$ cat config.mk
export PLATFORM = sky130hd
export DESIGN_NAME = adc_register_command_decoder
export DESIGN_NICKNAME = d
export VERILOG_FILES = /design/src/pkg/cmd_decoder_pkg.sv /design/src/adc_register_command_decoder.sv
export SDC_FILE = /design/constraint.sdc
export NUM_CORES = 1
export LEC_CHECK = 0
export BUFFER_PORTS_ARGS = -buffer_cell sky130_fd_sc_hd__clkbuf_2
export CAP_MARGIN = 40
export CORE_ASPECT_RATIO = 0.9
export CORE_UTILIZATION = 47
export CTS_CLUSTER_SIZE = 28
export DETAILED_ROUTE_END_ITERATION = 6
export MAX_ROUTING_LAYER = met4
export PLACE_DENSITY = 0.87
export SLEW_MARGIN = 20
export SYNTH_ARGS = -nofsm -noshare
export SYNTH_HDL_FRONTEND = slang
export SYNTH_SLANG_ARGS = --single-unit
$ cat constraint.sdc
create_clock -name clk_sys -period 3.7 [get_ports clk_sys]
set_input_delay 0.185 -clock clk_sys [delete_from_list [all_inputs] [get_ports clk_sys]]
set_output_delay 0.185 -clock clk_sys [all_outputs]
set_load 0.005 [all_outputs]
$ cat src/pkg/cmd_decoder_pkg.sv
package cmd_decoder_pkg;

    // ----------------------------------------------------------------
    // command word layout
    // ----------------------------------------------------------------
    localparam int WRITE_FLAG_POS    = 15;
    localparam int SELECT_MSB        = 14;
    localparam int SELECT_LSB        = 9;
    localparam int STACK_SELECT_POS  = 14;
    localparam int DATA_MSB          = 8;

    // ----------------------------------------------------------------
    // register select codes (lower five bits)
    // ----------------------------------------------------------------
    localparam logic [4:0] SEL_CONVERSION = 5'h00;
    localparam logic [4:0] SEL_RESERVED   = 5'h01;
    localparam logic [4:0] SEL_CONFIG     = 5'h02;
    localparam logic [4:0] SEL_CHANNEL    = 5'h03;
    localparam logic [4:0] SEL_RANGE_A1   = 5'h04;
    localparam logic [4:0] SEL_RANGE_B2   = 5'h07;
    localparam logic [4:0] SEL_STATUS     = 5'h08;

    // ----------------------------------------------------------------
    // configuration_control fields and reset
    // ----------------------------------------------------------------
    localparam int CFG_SELF_DETECT_POS = 7;
    localparam int CFG_BURST_POS       = 6;
    localparam int CFG_SEQ_POS         = 5;
    localparam int CFG_OS_MSB          = 4;
    localparam int CFG_OS_LSB          = 2;
    localparam int CFG_STATUS_POS      = 1;
    localparam int CFG_CHECKSUM_POS    = 0;
    localparam logic [6:0] CFG_RESET   = 7'h00;

    typedef struct packed {
        logic       write_flag;
        logic [5:0] register_select;
        logic [8:0] data;
    } command_word_s;

    typedef enum logic [1:0] {
        READ_NONE     = 2'h0,
        READ_REGISTER = 2'h1,
        READ_RESULT   = 2'h3,
        READ_STACK    = 2'h2
    } read_target_e;

    typedef struct packed {
        logic       burst_sequence_enable;
        logic       sequencer_enable;
        logic [2:0] oversampling_ratio_field;
        logic       status_append_enable;
        logic       checksum_append_enable;
    } config_s;

endpackage

$ cat src/adc_register_command_decoder.sv
`timescale 1ns/1ps

module adc_register_command_decoder (
    input  wire logic                           clk_sys,
    input  wire logic                           rstn,
    input  wire logic                           word_valid,
    input  wire cmd_decoder_pkg::command_word_s word_in,
    input  wire logic                           self_detect_fail,
    input  wire logic                           convert_start_pulse,
    input  wire logic                           pair_done,
    input  wire logic                           stack_end_marker,
    output logic                                write_strobe,
    output logic [5:0]                          write_select,
    output logic [8:0]                          write_data,
    output cmd_decoder_pkg::read_target_e       read_target,
    output logic [5:0]                          read_select,
    output logic [15:0]                         config_readback,
    output cmd_decoder_pkg::config_s            config_out,
    output logic                                append_status,
    output logic [7:0]                          oversampling_ratio,
    output logic                                convert_pair_request,
    output logic                                burst_active
);

    // ----------------------------------------------------------------
    // pin synchronisers
    // ----------------------------------------------------------------
    logic [1:0] sdf_sync;
    logic [1:0] cnv_sync;
    logic       cnv_prev;

    always_ff @(posedge clk_sys or negedge rstn) begin
        if (!rstn) begin
            sdf_sync <= 2'h0;
            cnv_sync <= 2'h0;
            cnv_prev <= 1'b0;
        end else begin
            sdf_sync <= {sdf_sync[0], self_detect_fail};
            cnv_sync <= {cnv_sync[0], convert_start_pulse};
            cnv_prev <= cnv_sync[1];
        end
    end

    logic cnv_rise;
    assign cnv_rise = cnv_sync[1] & ~cnv_prev;

    // ----------------------------------------------------------------
    // command decode
    // ----------------------------------------------------------------
    logic       is_write;
    logic       is_stack;
    logic [4:0] low_sel;
    logic       sel_config;

    assign is_write   = word_in.write_flag;
    assign is_stack   = word_in.register_select[5];
    assign low_sel    = word_in.register_select[4:0];
    assign sel_config = !is_stack && (low_sel == cmd_decoder_pkg::SEL_CONFIG);

    cmd_decoder_pkg::config_s      cfg;
    cmd_decoder_pkg::config_s      next_cfg;
    cmd_decoder_pkg::read_target_e next_read_target;
    logic [5:0]                    next_read_select;
    logic                          next_write_strobe;
    logic [5:0]                    next_write_select;
    logic [8:0]                    next_write_data;

    always_comb begin
        next_cfg          = cfg;
        next_read_target  = read_target;
        next_read_select  = read_select;
        next_write_strobe = 1'b0;
        next_write_select = write_select;
        next_write_data   = write_data;
        if (word_valid) begin
            if (is_write) begin
                // reserved code and status are read-only targets: no strobe
                if (is_stack || (low_sel >= cmd_decoder_pkg::SEL_CONFIG
                        && low_sel <= cmd_decoder_pkg::SEL_RANGE_B2)) begin
                    next_write_strobe = 1'b1;
                    next_write_select = word_in.register_select;
                    next_write_data   = word_in.data;
                end
                if (sel_config) begin
                    // bit 7 is dropped so the flag stays hardware-owned
                    next_cfg = word_in.data[6:0];
                end
            end else begin
                next_read_select = word_in.register_select;
                if (is_stack) begin
                    next_read_target = cmd_decoder_pkg::READ_STACK;
                end else if (low_sel == cmd_decoder_pkg::SEL_CONVERSION) begin
                    next_read_target = cmd_decoder_pkg::READ_RESULT;
                end else begin
                    next_read_target = cmd_decoder_pkg::READ_REGISTER;
                end
            end
        end
    end

    always_ff @(posedge clk_sys or negedge rstn) begin
        if (!rstn) begin
            cfg          <= cmd_decoder_pkg::CFG_RESET;
            read_target  <= cmd_decoder_pkg::READ_NONE;
            read_select  <= 6'h00;
            write_strobe <= 1'b0;
            write_select <= 6'h00;
            write_data   <= 9'h000;
        end else begin
            cfg          <= next_cfg;
            read_target  <= next_read_target;
            read_select  <= next_read_select;
            write_strobe <= next_write_strobe;
            write_select <= next_write_select;
            write_data   <= next_write_data;
        end
    end

    // ----------------------------------------------------------------
    // configuration outputs
    // ----------------------------------------------------------------
    assign config_out = cfg;
    // readback image: address 0x02 in bits 15..9, reserved zero, flag from pin
    assign config_readback = {2'h0, cmd_decoder_pkg::SEL_CONFIG, 1'b0,
                              sdf_sync[1], cfg};

    // decoded from next_cfg so the registered outputs move with cfg
    logic [7:0] next_oversampling_ratio;
    logic       next_append_status;

    always_comb begin
        next_append_status = next_cfg.status_append_enable
                           | next_cfg.checksum_append_enable;
        case (next_cfg.oversampling_ratio_field)
            3'h0:    next_oversampling_ratio = 8'h01;
            3'h1:    next_oversampling_ratio = 8'h02;
            3'h2:    next_oversampling_ratio = 8'h04;
            3'h3:    next_oversampling_ratio = 8'h08;
            3'h4:    next_oversampling_ratio = 8'h10;
            3'h5:    next_oversampling_ratio = 8'h20;
            3'h6:    next_oversampling_ratio = 8'h40;
            default: next_oversampling_ratio = 8'h80;
        endcase
    end

    always_ff @(posedge clk_sys or negedge rstn) begin
        if (!rstn) begin
            oversampling_ratio <= 8'h01;
            append_status      <= 1'b0;
        end else begin
            oversampling_ratio <= next_oversampling_ratio;
            append_status      <= next_append_status;
        end
    end

    // ----------------------------------------------------------------
    // conversion sequencing
    // ----------------------------------------------------------------
    typedef enum logic [1:0] {
        SEQ_IDLE = 2'h0,
        SEQ_PAIR = 2'h1,
        SEQ_NEXT = 2'h3
    } seq_state_e;

    seq_state_e seq_state;
    seq_state_e next_seq_state;
    logic       next_convert_pair_request;
    logic       next_burst_active;

    always_comb begin
        next_seq_state            = seq_state;
        next_convert_pair_request = 1'b0;
        next_burst_active         = burst_active;
        case (seq_state)
            SEQ_IDLE: begin
                if (cnv_rise) begin
                    next_convert_pair_request = 1'b1;
                    next_burst_active = cfg.burst_sequence_enable;
                    next_seq_state = SEQ_PAIR;
                end
            end
            SEQ_PAIR: begin
                if (pair_done) begin
                    if (burst_active && !stack_end_marker) begin
                        next_seq_state = SEQ_NEXT;
                    end else begin
                        next_burst_active = 1'b0;
                        next_seq_state = SEQ_IDLE;
                    end
                end
            end
            SEQ_NEXT: begin
                next_convert_pair_request = 1'b1;
                next_seq_state = SEQ_PAIR;
            end
            default: next_seq_state = SEQ_IDLE;
        endcase
    end

    always_ff @(posedge clk_sys or negedge rstn) begin
        if (!rstn) begin
            seq_state            <= SEQ_IDLE;
            convert_pair_request <= 1'b0;
            burst_active         <= 1'b0;
        end else begin
            seq_state            <= next_seq_state;
            convert_pair_request <= next_convert_pair_request;
            burst_active         <= next_burst_active;
        end
    end

    // ----------------------------------------------------------------
    // checks
    // ----------------------------------------------------------------
    property p_write_strobe;
        @(posedge clk_sys) disable iff (!rstn)
        word_valid && word_in.write_flag && sel_config |=> write_strobe
            && write_select == 6'h02;
    endproperty
    a_write_strobe: assert property (p_write_strobe) else $error("write not strobed");

    property p_read_queue;
        @(posedge clk_sys) disable iff (!rstn)
        word_valid && !word_in.write_flag |=> read_select == $past(word_in.register_select);
    endproperty
    a_read_queue: assert property (p_read_queue) else $error("read not queued");

    property p_stack_read;
        @(posedge clk_sys) disable iff (!rstn)
        word_valid && !word_in.write_flag && word_in.register_select[5]
            |=> read_target == cmd_decoder_pkg::READ_STACK;
    endproperty
    a_stack_read: assert property (p_stack_read) else $error("stack read wrong");

    property p_result_read;
        @(posedge clk_sys) disable iff (!rstn)
        word_valid && !word_in.write_flag && word_in.register_select == 6'h00
            |=> read_target == cmd_decoder_pkg::READ_RESULT;
    endproperty
    a_result_read: assert property (p_result_read) else $error("result read wrong");

    property p_no_reserved_write;
        @(posedge clk_sys) disable iff (!rstn)
        word_valid && word_in.register_select == 6'h01 |=> !write_strobe;
    endproperty
    a_no_reserved_write: assert property (p_no_reserved_write) else $error("reserved written");

    property p_config_load;
        @(posedge clk_sys) disable iff (!rstn)
        word_valid && word_in.write_flag && sel_config
            |=> config_readback[6:0] == $past(word_in.data[6:0])
            && config_readback[15:9] == 7'h02 && !config_readback[8];
    endproperty
    a_config_load: assert property (p_config_load) else $error("config not loaded");

    property p_flag_kept;
        @(posedge clk_sys) disable iff (!rstn)
        word_valid && word_in.write_flag && sel_config ##1 $stable(sdf_sync[1])
            |-> $stable(config_readback[7]);
    endproperty
    a_flag_kept: assert property (p_flag_kept) else $error("flag changed by write");

    property p_append;
        @(posedge clk_sys) disable iff (!rstn)
        word_valid && word_in.write_flag && sel_config
            && (word_in.data[1] || word_in.data[0]) |=> append_status;
    endproperty
    a_append: assert property (p_append) else $error("append missing");

    property p_os_ratio;
        @(posedge clk_sys) disable iff (!rstn)
        word_valid && word_in.write_flag && sel_config
            |=> oversampling_ratio == (8'h01 << $past(word_in.data[4:2]));
    endproperty
    a_os_ratio: assert property (p_os_ratio) else $error("ratio wrong");

    property p_burst_start;
        @(posedge clk_sys) disable iff (!rstn)
        seq_state == SEQ_IDLE && cnv_rise |=> convert_pair_request
            && burst_active == $past(cfg.burst_sequence_enable);
    endproperty
    a_burst_start: assert property (p_burst_start) else $error("start wrong");

    property p_single_pair;
        @(posedge clk_sys) disable iff (!rstn)
        seq_state == SEQ_PAIR && !burst_active && pair_done |=> seq_state == SEQ_IDLE
            && !convert_pair_request;
    endproperty
    a_single_pair: assert property (p_single_pair) else $error("extra pair");

    property p_burst_next;
        @(posedge clk_sys) disable iff (!rstn)
        seq_state == SEQ_PAIR && burst_active && pair_done && !stack_end_marker
            |=> ##1 convert_pair_request;
    endproperty
    a_burst_next: assert property (p_burst_next) else $error("burst stalled");

endmodule // adc_register_command_decoder

==> summary.txt <==
starting density of the core = 49.0%
root buf cell = clkbuf_8
First-pass DRT Iterations = 3
DR top layer = met4
Max clock buf depth = 2
Slew @ Worst Pin = 0.769 ns
Max Clk Rate = 0.671 GHz
Iteration-0 DRC Markers = 97
Max Slew Vio Count = 0
Tcrit/Tclk final = 40.3%
IO Pins = 81
post-route cell area = 2570 um2
# nets final = 276
final-report setup violation count = 0
Final TNS setup = 0 ns
startpoint types = primary input
YS warnings = 0
Required @ worst endpoint = 3.88 ns
post-route DRC violation count = 0
grt ovf = 0
Arr. time, crit path = 1.67 ns
Tightest Hold Check Type = primary input to flop
Port-buffer cells = 72
Worst setup EP type = flop
Post-Route WL = 3960 um
sw power = 0.000343 W
internal power = 0.000867 W
run status = complete, no violations
fin crit period = 1.49 ns
Cell Pwr Density = 470 nW/um2
CTS tree = yes
slew margin rel. = 48.7%
# rows = 23
Slowest cell on crit path = a21oi_2
flops & latches, synth = 49
Routability Congestion = 0.781
post-synth cell types = 37
RSZ-0062 raised after global routing = no
dpl hpwl = 2900 um
Place WS = 1.72 ns
Critical path buffers and inverters = 1
sequential area share after synthesis = 56.5%
sequential power share = 54.2%
share of layout cells above drive strength 1 = 42.0%
worst vdd ir = 0.000272 V
worst r2r path cells = 6
final worst slack = 2.21 ns
Hold Crit Endpoint = write_data[8]$_DFFE_PN0P_
Core ar. = 4430 um2
Max Cap Viol = 0
Placed Instance Area = 2440 um2
area added between synthesis and finish = 18.5%
initial antenna violation count = 0
hold path depth = 2
hold_sp = word_in[8]
Sw Share = 28.3%
delay-heaviest family, CP = compound AO/OA/AOI/OAI gates
htree depth = 2
first-pass GRT wire length = 6400 um
clock slew at reported path FFs = 0.08 ns
Crit path largest cell delay = 0.61 ns
Synth Cell Area = 2170 um2
Lkg Pwr = 1.30 nW
share of total power in the clock network = 24.7%
post-DR vias/cell = 4.84
Comb pwr share = 21.1%
Antenna diodes = 0
WL per Instance = 12.7 um
M1 WL = 1780 um
die height = 66.5 um
post-cts resize count = 0
worst-path cell chain = clkbuf_2, nor2_1, o21ai_2, a21oi_2, mux2_2
gr usage total = 18.1%
cts bufs inserted = 5
Reg2Reg Setup Slack = 2.22 ns
Met3 Wirelength = 221 um
die width = 73.6 um
Met2 Wirelength = 1950 um
capturing point of the worst reg2reg path = burst_active$_DFFE_PN0P_
vias in the first global route = 1,382
r2r startpoint = seq_state[1]$_DFFE_PN0P_
Layout Skew = 0.00313 ns
worst setup path class = primary input to flop
Final Power = 0.00121 W
syn avg cell area = 11.7 um2
die area = 4890 um2
clk_lat worst skew = 0.30 ns
Syn Inst Count = 185
largest net degree at the start of global routing = 50
final hold vios = 0
antenna-violating nets left = 0
routed vias = 1,511
top fanout value on the critical path = 13
CTS Sinks = 49
-- cell usage after synthesis (all sizes together) --
| library cell | n | share of area (%) |
|---|---|---|
| nand3 | 5 | 1.2 |
| o41ai | 4 | 1.6 |
| nand2 | 13 | 2.2 |
| nor2 | 8 | 1.4 |
| nand4b | 3 | 1.2 |
| nand2b | 2 | 0.58 |
| a2bb2oi | 1 | 0.40 |
| o21a | 1 | 0.35 |
| dfstp | 1 | 1.2 |
| inv | 8 | 1.4 |
| nor3b | 2 | 0.69 |
| dfrtp | 48 | 55 |
| mux2 | 19 | 9.9 |
| nand4 | 1 | 0.29 |
| o22a | 1 | 0.40 |
| ha | 4 | 2.3 |
| o21ai | 17 | 4.1 |
| nand3b | 3 | 1.0 |
| a21o | 1 | 0.35 |
| clkbuf | 2 | 0.40 |
| and4 | 1 | 0.40 |
| o31ai | 2 | 0.69 |
| and3b | 1 | 0.40 |
| a21oi | 7 | 1.8 |
| nor4 | 1 | 0.58 |
| nor2b | 1 | 0.29 |
| and2 | 1 | 0.29 |
| buf | 24 | 8.7 |
| nor3 | 1 | 0.23 |
| conb | 2 | 0.35 |
-- layer usage --
| metal | GRT usage, % | vias to the layer above |
|---|---|---|
| met5 | - | - |
| met2 | 28.8 | 50 |
| met4 | 4.57 | 0 |
| li1 | - | 733 |
| met3 | 6.96 | 2 |
| met1 | 21.7 | 726 |
-- cells by family after synthesis --
logic type | synth area share (%)
buf+inv | 10.5
flops | 56.5
fa+ha+maj | 2.31
simple gates | 10.8
compound gates | 9.68
other cells | 0.346
mux | 9.86
-- power by group through the flow --
stage / Combinational (W) / Sequential (W) / Clock [W]
5_1_grt: 0.000291 / 0.000667 / 0.000334
4_1_cts: 0.000260 / 0.000657 / 0.000314
3_5_place_dp: 0.000256 / 0.000667 / 0
3_3_place_gp: 0.000250 / 0.000662 / 0
6_report: 0.000256 / 0.000655 / 0.000299
2_1_floorplan: 0.000146 / 0.000665 / 0
-- through the flow --
stage               cells  hold slack, ns  util, %
floorplan             191          -0.111        -
global route          312           0.110     58.0
detailed placement    300           0.296     55.1
CTS                   311           0.112     57.7
finish                312           0.124     58.0
global placement      300           0.301     55.1
-- how the worst max path moves through the flow --
stage,from,end,depth (start not counted)
after global placement,word_in[11],config_out[3]$_DFF_PN0_,4
after CTS,word_in[11],config_out[5]$_DFFE_PN0P_,4
after global routing,seq_state[1]$_DFFE_PN0P_,burst_active$_DFFE_PN0P_,6
final,word_in[12],write_select[0]$_DFFE_PN0P_,5
after floorplan,seq_state[1]$_DFFE_PN0P_,burst_active$_DFFE_PN0P_,6
after detailed placement,word_in[11],config_out[5]$_DFFE_PN0P_,4
-- timing repair --
| item | 4_1_cts | 5_1_grt |
|---|---|---|
| endpoints found under the hold margin | 50 | 0 |
| hold buffers | 3 | 0 |
| setup buffers | 0 | 0 |
| setup endpoints to repair | 0 | 0 |
-- area by class of cell --
| class | count | area (um2) |
|---|---|---|
| clock buffer | 5 | 68.8 |
| clock inverter | 3 | 17.5 |
| fill | 417 | 1860 |
| inverter | 8 | 30.0 |
| multi-input combinational | 108 | 738 |
| sequential | 49 | 1230 |
| tap | 62 | 77.6 |
| timing repair buffer | 77 | 413 |
-- flip-flops by register name, summed over array words and instances (netlist names) --
| register | cells |
|---|---|
| oversampling_ratio | 8 |
| config_out | 7 |
| convert_pair_request | 1 |
| cnv_sync | 2 |
| write_strobe | 1 |
| read_target | 2 |
| write_data | 9 |
| sdf_sync | 2 |
| append_status | 1 |
| burst_active | 1 |
| seq_state | 2 |
| cnv_prev | 1 |
| write_select | 6 |
| read_select | 6 |
-- placed cells by master, fill, tap and decap left out, types with 3 or more instances in the layout --
cell and count:
nand3b_1 3, mux2_2 19, o41ai_1 4, clkbuf_2 72, nor2_1 8, ha_1 4, nand4b_1 3, nand2_1 13
a21oi_1 6, inv_1 8, o21ai_0 16, conb_1 8, dfrtp_1 48, nand3_1 5, clkbuf_8 5, dlygate4sd3_1 3
Note: power is estimated with default switching activity, not from simulation.
